===== config.mk =====
export PLATFORM = sky130hd
export DESIGN_NAME = cca_array
export DESIGN_NICKNAME = d
export VERILOG_FILES = /design/src/cca_array.v /design/src/cca_pin_sync.v /design/src/cca_module.v
export VERILOG_INCLUDE_DIRS = /design/src
export SDC_FILE = /design/constraint.sdc
export NUM_CORES = 1
export LEC_CHECK = 0
export BUFFER_PORTS_ARGS = -buffer_cell sky130_fd_sc_hd__buf_4
export CORE_UTILIZATION = 53
export CTS_CLUSTER_DIAMETER = 120
export DETAILED_ROUTE_END_ITERATION = 10
export PLACE_DENSITY = 0.79
export SYNTH_ARGS = -nofsm -noshare
export SYNTH_HDL_FRONTEND = slang
export SYNTH_SLANG_ARGS = --single-unit
export TNS_END_PERCENT = 100

===== constraint.sdc =====
create_clock -name core_clk_i -period 6.7 [get_ports core_clk_i]
set_input_delay 0.67 -clock core_clk_i [delete_from_list [all_inputs] [get_ports core_clk_i]]
set_output_delay 0.67 -clock core_clk_i [all_outputs]
set_load 0.02 [all_outputs]

===== src/cca_regs.vh =====
// constants for the counter array capture/compare block
// assumes an 8-bit special function register port with a small local address space
`ifndef CCA_REGS_VH
`define CCA_REGS_VH
`define CCA_NUM_MODULES      3
// register addresses on the local 8-bit register port
`define CCA_ADDR_ARRAY_CTRL  4'h0
`define CCA_ADDR_PWM_CTRL    4'h1
`define CCA_ADDR_CNT_LOW     4'h2
`define CCA_ADDR_CNT_HIGH    4'h3
`define CCA_ADDR_MODE_BASE   4'h4
`define CCA_ADDR_CMPL_BASE   4'h8
`define CCA_ADDR_CMPH_BASE   4'hC
// module_mode_control fields
`define CCA_MD_WIDE_PWM      7
`define CCA_MD_CMP_EN        6
`define CCA_MD_CAP_RISE      5
`define CCA_MD_CAP_FALL      4
`define CCA_MD_MATCH_EN      3
`define CCA_MD_TOGGLE_EN     2
`define CCA_MD_PWM_EN        1
`define CCA_MD_IRQ_EN        0
// pwm_cycle_control fields
`define CCA_PC_BANK_SEL      7
`define CCA_PC_OVF_FLAG      5
`define CCA_PC_OVF_IRQ_EN    6
`define CCA_PC_CYCLE_LENGTH_SELECT_HI      1
`define CCA_PC_CYCLE_LENGTH_SELECT_LO      0
`define CCA_MODE_RESET       8'h00
`define CCA_PWMC_RESET       8'h00
`define CCA_CMP_RESET        16'h0000
`endif


===== src/cca_array.v =====
// counter array: shared 16-bit counter, three capture/compare modules, registers
// assumes an 8-bit register port with one-cycle write strobe and combinational read
// What this block does
// - rise select bit 5, fall select bit 4, both select any edge.
// - capture copies counter into compare register and sets event flag.
// - event flag stays set until software writes it clear.
// - mode bit 0 lets the event flag raise an interrupt request.
// - comparator and match enables give timer mode; 16-bit match sets flag.
// - low byte write clears comparator enable, high byte write sets it.
// - toggle mode inverts pin and sets flag on each 16-bit match.
// - toggle mode with comparator off holds pin_o level and releases the pin (pin_oe_n_o high).
// - frequency mode toggles on low byte match, adds high byte.
// - frequency half-period zero counts as 256.
// - frequency mode with match enable flags full 16-bit match.
// - 8-bit PWM sets pin on low byte match, clears on overflow.
// - 8-bit PWM reloads low byte from high byte on wrap.
// - cycle length field selects 8, 9, 10 or 11 bit PWM, shared.
// - cycle overflow flag set on every bit-N overflow.
// - overflow interrupt enable gates the cycle overflow flag.
// - bank select bit 7 routes compare addresses to reload registers.
// - wide PWM sets pin on low N bit match, clears on overflow.
// - wide PWM copies reload into compare on bit-N overflow.
// - PWM match with match enable sets event flag.
// - PWM with comparator off holds output low.
// - 16-bit PWM sets on full match, clears on counter overflow.
`timescale 1ns/1ps
`include "cca_regs.vh"
module cca_array (
  input  wire        core_clk_i,    // system clock, 25 MHz
  input  wire        reset_i,       // async reset, active high
  input  wire        cnt_tick_i,    // timebase advance strobe, same domain
  input  wire        cnt_run_i,     // counter run enable
  input  wire [3:0]  reg_addr_i,    // register address
  input  wire        reg_wr_i,      // register write strobe
  input  wire        reg_rd_i,      // register read strobe
  input  wire [7:0]  reg_wdata_i,   // write data
  output reg  [7:0]  reg_rdata_o,   // read data
  input  wire [2:0]  pin_i,         // module_io_pin input levels
  output wire [2:0]  pin_o,         // module_io_pin drive levels
  output wire [2:0]  pin_oe_n_o,    // pin output enable, low while driving
  output wire        irq_o          // combined interrupt request
);
  reg  [15:0] count_r;
  reg  [7:0]  snap_r;
  reg  [7:0]  mode_r [0:2];
  reg  [2:0]  flag_r;
  reg  [7:0]  pwmc_r;
  wire [2:0]  rise;
  wire [2:0]  fall;
  wire [2:0]  evt;
  wire [15:0] cmp [0:2];
  wire [15:0] rld [0:2];
  wire [2:0]  wr_lo;
  wire [2:0]  wr_hi;
  wire [1:0]  cycle_length_select = pwmc_r[`CCA_PC_CYCLE_LENGTH_SELECT_HI:`CCA_PC_CYCLE_LENGTH_SELECT_LO];
  wire        bank  = pwmc_r[`CCA_PC_BANK_SEL];
  wire        tick  = cnt_tick_i & cnt_run_i;
  wire        ovf_n = tick & ((count_r[10:0] | ~{cycle_length_select == 2'b11, cycle_length_select[1], |cycle_length_select, 8'hFF})
                      == 11'h7FF);

  function is_mod_addr;
    input [3:0] a;
    input [3:0] base;
    input integer i;
    begin
      is_mod_addr = (a == base + i[3:0]);
    end
  endfunction

  genvar g;
  generate
    for (g = 0; g < 3; g = g + 1)
    begin : mods
      assign wr_lo[g] = reg_wr_i & is_mod_addr(reg_addr_i, `CCA_ADDR_CMPL_BASE, g);
      assign wr_hi[g] = reg_wr_i & is_mod_addr(reg_addr_i, `CCA_ADDR_CMPH_BASE, g);
      cca_pin_sync u_sync (
        .core_clk_i (core_clk_i),
        .reset_i    (reset_i),
        .pin_i      (pin_i[g]),
        .level_o    (),
        .rise_o     (rise[g]),
        .fall_o     (fall[g])
      );
      cca_module u_mod (
        .core_clk_i (core_clk_i),
        .reset_i    (reset_i),
        .mode_i     (mode_r[g]),
        .count_i    (count_r),
        .tick_i     (tick),
        .cycle_length_select_i    (cycle_length_select),
        .ovf_n_i    (ovf_n),
        .bank_i     (bank),
        .wr_low_i   (wr_lo[g]),
        .wr_high_i  (wr_hi[g]),
        .wdata_i    (reg_wdata_i),
        .pin_rise_i (rise[g]),
        .pin_fall_i (fall[g]),
        .cmp_o      (cmp[g]),
        .reload_o   (rld[g]),
        .pin_o      (pin_o[g]),
        .event_o    (evt[g])
      );
      // capture modes leave the pin undriven
      assign pin_oe_n_o[g] = ~(mode_r[g][`CCA_MD_CMP_EN] | mode_r[g][`CCA_MD_PWM_EN]);
    end
  endgenerate

  integer k;
  always @(posedge core_clk_i or posedge reset_i)
  begin
    if (reset_i)
    begin
      count_r <= 16'h0000;
      snap_r  <= 8'h00;
      flag_r  <= 3'h0;
      pwmc_r  <= `CCA_PWMC_RESET;
      for (k = 0; k < 3; k = k + 1)
        mode_r[k] <= `CCA_MODE_RESET;
    end
    else
    begin
      if (reg_wr_i & (reg_addr_i == `CCA_ADDR_CNT_LOW))
        count_r[7:0] <= reg_wdata_i;
      else if (reg_wr_i & (reg_addr_i == `CCA_ADDR_CNT_HIGH))
        count_r[15:8] <= reg_wdata_i;
      else if (tick)
        count_r <= count_r + 16'h0001;
      // low byte read latches high byte for a coherent 16-bit read
      if (reg_rd_i & (reg_addr_i == `CCA_ADDR_CNT_LOW))
        snap_r <= count_r[15:8];
      if (reg_wr_i & (reg_addr_i == `CCA_ADDR_ARRAY_CTRL))
        flag_r <= (flag_r & reg_wdata_i[2:0]) | evt;
      else
        flag_r <= flag_r | evt;
      if (reg_wr_i & (reg_addr_i == `CCA_ADDR_PWM_CTRL))
        pwmc_r <= {reg_wdata_i[7:6], reg_wdata_i[5] & pwmc_r[5] | ovf_n,
                   3'h0, reg_wdata_i[1:0]};
      else if (ovf_n)
        pwmc_r[`CCA_PC_OVF_FLAG] <= 1'b1;
      for (k = 0; k < 3; k = k + 1)
      begin
        if (reg_wr_i & (reg_addr_i == `CCA_ADDR_MODE_BASE + k[3:0]))
          mode_r[k] <= reg_wdata_i;
        else if (wr_lo[k])
          mode_r[k][`CCA_MD_CMP_EN] <= 1'b0;
        else if (wr_hi[k])
          mode_r[k][`CCA_MD_CMP_EN] <= 1'b1;
      end
    end
  end

  assign irq_o = |(flag_r & {mode_r[2][0], mode_r[1][0], mode_r[0][0]}) |
                 (pwmc_r[`CCA_PC_OVF_FLAG] & pwmc_r[`CCA_PC_OVF_IRQ_EN]);

  always @*
  begin
    reg_rdata_o = 8'h00;
    case (reg_addr_i)
      `CCA_ADDR_ARRAY_CTRL: reg_rdata_o = {5'h00, flag_r};
      `CCA_ADDR_PWM_CTRL:   reg_rdata_o = pwmc_r;
      `CCA_ADDR_CNT_LOW:    reg_rdata_o = count_r[7:0];
      `CCA_ADDR_CNT_HIGH:   reg_rdata_o = snap_r;
      4'h4, 4'h5, 4'h6:     reg_rdata_o = mode_r[reg_addr_i[1:0]];
      4'h8, 4'h9, 4'hA:     reg_rdata_o = bank ? rld[reg_addr_i[1:0]][7:0] :
                                                 cmp[reg_addr_i[1:0]][7:0];
      4'hC, 4'hD, 4'hE:     reg_rdata_o = bank ? rld[reg_addr_i[1:0]][15:8] :
                                                 cmp[reg_addr_i[1:0]][15:8];
      default:              reg_rdata_o = 8'h00;
    endcase
  end
endmodule


===== src/cca_pin_sync.v =====
// two-stage synchroniser with edge outputs for one module pin
// assumes the pin is asynchronous to core_clk_i
`timescale 1ns/1ps
`include "cca_regs.vh"
module cca_pin_sync (
  input  wire core_clk_i,  // system clock
  input  wire reset_i,     // async reset, active high
  input  wire pin_i,       // raw pin level
  output wire level_o,     // synchronised level
  output wire rise_o,      // one-cycle rising pulse
  output wire fall_o       // one-cycle falling pulse
);
  reg meta_r;
  reg sync_r;
  reg prev_r;
  always @(posedge core_clk_i or posedge reset_i)
  begin
    if (reset_i)
    begin
      meta_r <= 1'b0;
      sync_r <= 1'b0;
      prev_r <= 1'b0;
    end
    else
    begin
      meta_r <= pin_i;
      sync_r <= meta_r;
      prev_r <= sync_r;
    end
  end
  assign level_o = sync_r;
  assign rise_o  = sync_r & ~prev_r;
  assign fall_o  = ~sync_r & prev_r;
endmodule


===== src/cca_module.v =====
// one capture/compare module: compare register, reload register, pin logic
// assumes the shared counter and its advance strobe come from the array top
`timescale 1ns/1ps
`include "cca_regs.vh"
module cca_module (
  input  wire        core_clk_i,   // system clock
  input  wire        reset_i,      // async reset, active high
  input  wire [7:0]  mode_i,       // module_mode_control
  input  wire [15:0] count_i,      // shared counter value
  input  wire        tick_i,       // counter advances this cycle
  input  wire [1:0]  cycle_length_select_i,      // cycle_length_select
  input  wire        ovf_n_i,      // bit-N overflow on this tick
  input  wire        bank_i,       // reload_bank_select
  input  wire        wr_low_i,     // write compare_low_byte
  input  wire        wr_high_i,    // write compare_high_byte
  input  wire [7:0]  wdata_i,      // write data
  input  wire        pin_rise_i,   // synchronised rising edge
  input  wire        pin_fall_i,   // synchronised falling edge
  output reg  [15:0] cmp_o,        // compare_value
  output reg  [15:0] reload_o,     // auto-reload register
  output reg         pin_o,        // module_io_pin drive level
  output wire        event_o       // sets module_event_flag
);
  wire cmp_en = mode_i[`CCA_MD_CMP_EN];
  wire mat_en = mode_i[`CCA_MD_MATCH_EN];
  wire tog_en = mode_i[`CCA_MD_TOGGLE_EN];
  wire pwm_en = mode_i[`CCA_MD_PWM_EN];
  wire wide   = mode_i[`CCA_MD_WIDE_PWM];
  wire m_cap  = ~cmp_en & (mode_i[`CCA_MD_CAP_RISE] | mode_i[`CCA_MD_CAP_FALL]);
  wire m_freq = tog_en & pwm_en;
  wire m_hso  = tog_en & ~pwm_en;
  wire m_p16  = pwm_en & ~tog_en & wide;
  wire m_pwm  = pwm_en & ~tog_en & ~wide;
  wire [10:0] nmask = {cycle_length_select_i == 2'b11, cycle_length_select_i[1], |cycle_length_select_i, 8'hFF};
  wire match16 = tick_i & (count_i == cmp_o);
  wire match_lo = tick_i & (count_i[7:0] == cmp_o[7:0]);
  wire match_n = tick_i & ((count_i[10:0] & nmask) == (cmp_o[10:0] & nmask));
  wire pwm_hit = (cycle_length_select_i == 2'b00) ? match_lo : match_n;
  wire low_ovf = tick_i & (count_i[7:0] == 8'hFF);
  wire ovf16 = tick_i & (count_i == 16'hFFFF);
  wire cap_hit = m_cap & ((mode_i[`CCA_MD_CAP_RISE] & pin_rise_i) |
                          (mode_i[`CCA_MD_CAP_FALL] & pin_fall_i));
  wire cmp_evt = cmp_en & mat_en & match16 & ~pwm_en;
  wire frq_evt = cmp_en & mat_en & match16 & m_freq;
  wire pwm_evt = cmp_en & mat_en & ((m_pwm & pwm_hit) | (m_p16 & match16));
  assign event_o = cap_hit | cmp_evt | frq_evt | pwm_evt;
  // zero half-period means 256 (8-bit wrap gives it free)
  wire [7:0] freq_next = cmp_o[7:0] + cmp_o[15:8];
  always @(posedge core_clk_i or posedge reset_i)
  begin
    if (reset_i)
    begin
      cmp_o    <= `CCA_CMP_RESET;
      reload_o <= `CCA_CMP_RESET;
      pin_o    <= 1'b0;
    end
    else
    begin
      if (wr_low_i & bank_i)
        reload_o[7:0] <= wdata_i;
      if (wr_high_i & bank_i)
        reload_o[15:8] <= wdata_i;
      if (wr_low_i & ~bank_i)
        cmp_o[7:0] <= wdata_i;
      else if (cap_hit)
        cmp_o[7:0] <= count_i[7:0];
      else if (m_freq & cmp_en & match_lo)
        cmp_o[7:0] <= freq_next;
      else if (m_pwm & (cycle_length_select_i == 2'b00) & low_ovf)
        cmp_o[7:0] <= cmp_o[15:8];
      else if (m_pwm & (cycle_length_select_i != 2'b00) & ovf_n_i)
        cmp_o[7:0] <= reload_o[7:0];
      if (wr_high_i & ~bank_i)
        cmp_o[15:8] <= wdata_i;
      else if (cap_hit)
        cmp_o[15:8] <= count_i[15:8];
      else if (m_pwm & (cycle_length_select_i != 2'b00) & ovf_n_i)
        cmp_o[15:8] <= reload_o[15:8];
      if ((m_pwm | m_p16) & ~cmp_en)
        pin_o <= 1'b0;
      // high on match, low on overflow
      else if (m_pwm & pwm_hit)
        pin_o <= 1'b1;
      else if (m_pwm & ovf_n_i)
        pin_o <= 1'b0;
      else if (m_p16 & match16)
        pin_o <= 1'b1;
      else if (m_p16 & ovf16)
        pin_o <= 1'b0;
      else if (m_hso & cmp_en & mat_en & match16)
        pin_o <= ~pin_o;
      else if (m_freq & cmp_en & match_lo)
        pin_o <= ~pin_o;
    end
  end
endmodule


==> impl_metrics.ini <==
[drt]
antenna_left = 0
drt_iter0_markers = 1474
vias = 10700
wire_per_inst_um = 26.5
drc = 0
drt_pre_antenna_iters = 6
via_per_inst = 6.94
drt_wl_total_um = 40900

[timing]
rsz0062_at_grt = no
finClkSkew_ns = 0.0220
fin_ws_ns = 2.91
report.final.slew_viol_count = 0
setup_violations = 0
fmax_mhz = 264
fin_tns_setup_ns = 0
finalHoldViolations = 0
tightest_slew_ns = 1.18
finalCritPeriodShare = 0.566
maxSlewHeadroom = 0.208
period_minus_slack_ns = 3.79

[setup_path]
worstPathRequired_ns = 6.03
cp.arrival_ns = 3.12
rr_endpoint = mods[1].u_mod.cmp_o[15]
crit_type = in2out
critPathLaunchType = primary input
worstSetupEndpointType = primary output
cp_max_fo = 68
r2r-start = count_r[0]
ff2ff_path_depth = 7
r2r_slack_ns = 3.33

[worst_hold_path]
holdPathEnd = mods[2].u_sync.meta_r
min_from = pin_i[2]
hp-class = in2reg
hold_depth = 1

[pwr]
power.leakage_nw = 5.18
ir_drop_uv = 247
powerDensity_nw_per_um2 = 409

[yosys]
yosys.area.top_type_share = 0.355
syn_inst = 1281
ys_seq_elements = 164
synth_nets = 1327
yosysWarnings = 0
ys.flop_type = dfrtp_1
yosysSeqAreaShare = 0.355
yosys-top-cells-area = dfrtp_1 35%, mux2_2 10%, nand2_1 5.3%
synth_edf_count = 0
synth_largest_area_cell = dfrtp_1
ys_types = 85
syn_area_per_cell_um2 = 9.03
synthArstFlopShare = 1.00
synth_area_um2 = 11600

[clocking]
htreeDepth = 4
cts_sinks = 164
cts_tree = built
post_cts_buffers = 0
clkTransAtPathRegs_ns = 0.08
cts_hold_buf = 0
clk_path_buf_depth = 2
clock_latency_ns = 0.45
cts_buffers = 17
cts-resized-gates = 0
clockRootBuffer = clkbuf_16

[final_layout]
nets = 1301
antenna_cells = 0
final_layout_size_suffix_gt1_frac = 0.177
area_growth_pct = 7.42

[die]
initial_core_util = 0.545
io_pins = 36
fp.coreArea_um2 = 21200
rows = 53
die_w_um = 150
die_area_um2 = 22400
die_y_um = 150

[grt]
grt_max_degree = 107
globalRouteOverflowTotal = 0
first_global_vias = 10200
antenna_found_initial = 1
track_usage = 0.377
grt_pass1_wl_um = 61600

[placement]
io_buffer_count = 35
hpwlAfterDp_um = 28300
preCtsSetupSlack_ns = 2.97
gp_congestion = 0.997

[flow_run]
drv_cap = 0

[status]
status = finished, final reports clean
-- layer usage --
metal  vias up  part of all wire  global-route usage
met2       843              0.41               0.545
met5         -           0.00032                   0
met1      5103              0.38               0.506
met3       178              0.14               0.109
li1       4581                 -                   -
met4         2             0.064               0.206
-- cell usage after synthesis, types with 10 or more instances --
cell type and number:
dfrtp_1 164, nand2_1 162, mux2_2 107, nor2_1 104, o21ai_0 89, a21oi_1 80, clkbuf_1 51, mux2i_1 51
nand3_1 44, xor2_1 33, xnor2_1 31, a31oi_1 24, inv_1 24, ha_1 22, buf_2 19, a211oi_1 17
nor3_1 16, o211ai_1 14, o22ai_1 13, o21ai_1 11, nor2b_1 10
-- state kept, by name, indices dropped and copies added (netlist names) --
signal	count
mods.u_sync.meta_r	3
snap_r	8
count_r	16
flag_r	3
mods.u_mod.cmp_o	48
pwmc_r	5
mode_r	24
mods.u_mod.reload_o	48
mods.u_mod.pin_o	3
mods.u_sync.level_o	3
mods.u_sync.prev_r	3
-- power breakdown --
part | switching [mW] | internal [mW] | leakage [nW]
sequential | 0.710 | 1.28 | 2.03
combinational | 1.13 | 0.966 | 2.86
clock | 0.488 | 0.512 | 0.285
-- worst max-delay path, stage by stage --
cell	delay, ns
buf_4	0.70
mux2_2	0.41
mux4_2	0.46
nand3b_1	0.11
nor2b_1	0.13
o21ai_0	0.08
a221o_1	0.36
buf_4	0.17
-- cell type report --
cell class                      count  area, µm²
Sequential cell                   164       4100
Fill cell                        1828       8800
Tap cell                          275        344
Clock inverter                     14        164
Timing Repair Buffer               46        345
Clock buffer                       18        439
Inverter                           25       98.8
Multi-Input combinational cell   1001       6930
-- cell usage in the layout, fill, tap and decap left out, types with 11 or more instances in the layout --
master and instances:
a31oi_1 24, a21oi_1 80, xor2_1 33, xnor2_1 31
nor3_1 16, dfrtp_1 164, a211oi_1 17, o211ai_1 14
inv_1 23, o21ai_0 89, mux2_2 107, buf_4 46
clkbuf_16 17, nand2_1 162, nand3_1 44, nor2_1 104
o22ai_1 13, mux2i_1 51, o21ai_1 11, ha_1 22
-- through the flow --
| stage | util | area [µm²] | hold WS [ns] | instances | total power, mW |
|---|---|---|---|---|---|
| floorplan | - | 11600 | 0.331 | 1281 | 3.29 |
| global placement | 0.557 | 11800 | 0.335 | 1511 | 3.92 |
| detailed placement | 0.557 | 11800 | 0.337 | 1511 | 3.99 |
| CTS | 0.585 | 12400 | 0.321 | 1543 | 4.99 |
| global route | 0.585 | 12400 | 0.312 | 1543 | 5.31 |
| finish | 0.585 | 12400 | 0.318 | 1543 | 5.08 |
-- logic make-up after synthesis --
family	count (synthesis)	synth area share
AND/OR/NAND/NOR	417	0.174
AO/OA/AOI/OAI	328	0.182
multiplexers	166	0.163
flip-flops	164	0.355
buffers and inverters	116	0.0472
XOR/XNOR	65	0.0499
adder cells (fa/ha/maj)	25	0.0290
-- worst max-delay path by stage --
| stage | end | depth (start not counted) | from |
|---|---|---|---|
| floorplan | count_r[0] | 1 | reset_i |
| global placement | reg_rdata_o[7] | 8 | reg_addr_i[0] |
| detailed placement | count_r[5] | 7 | reg_addr_i[1] |
| CTS | reg_rdata_o[7] | 8 | reg_addr_i[0] |
| global route | reg_rdata_o[7] | 8 | reg_addr_i[0] |
| finish | reg_rdata_o[7] | 8 | reg_addr_i[0] |
Note: power is estimated with default switching activity, not from simulation.
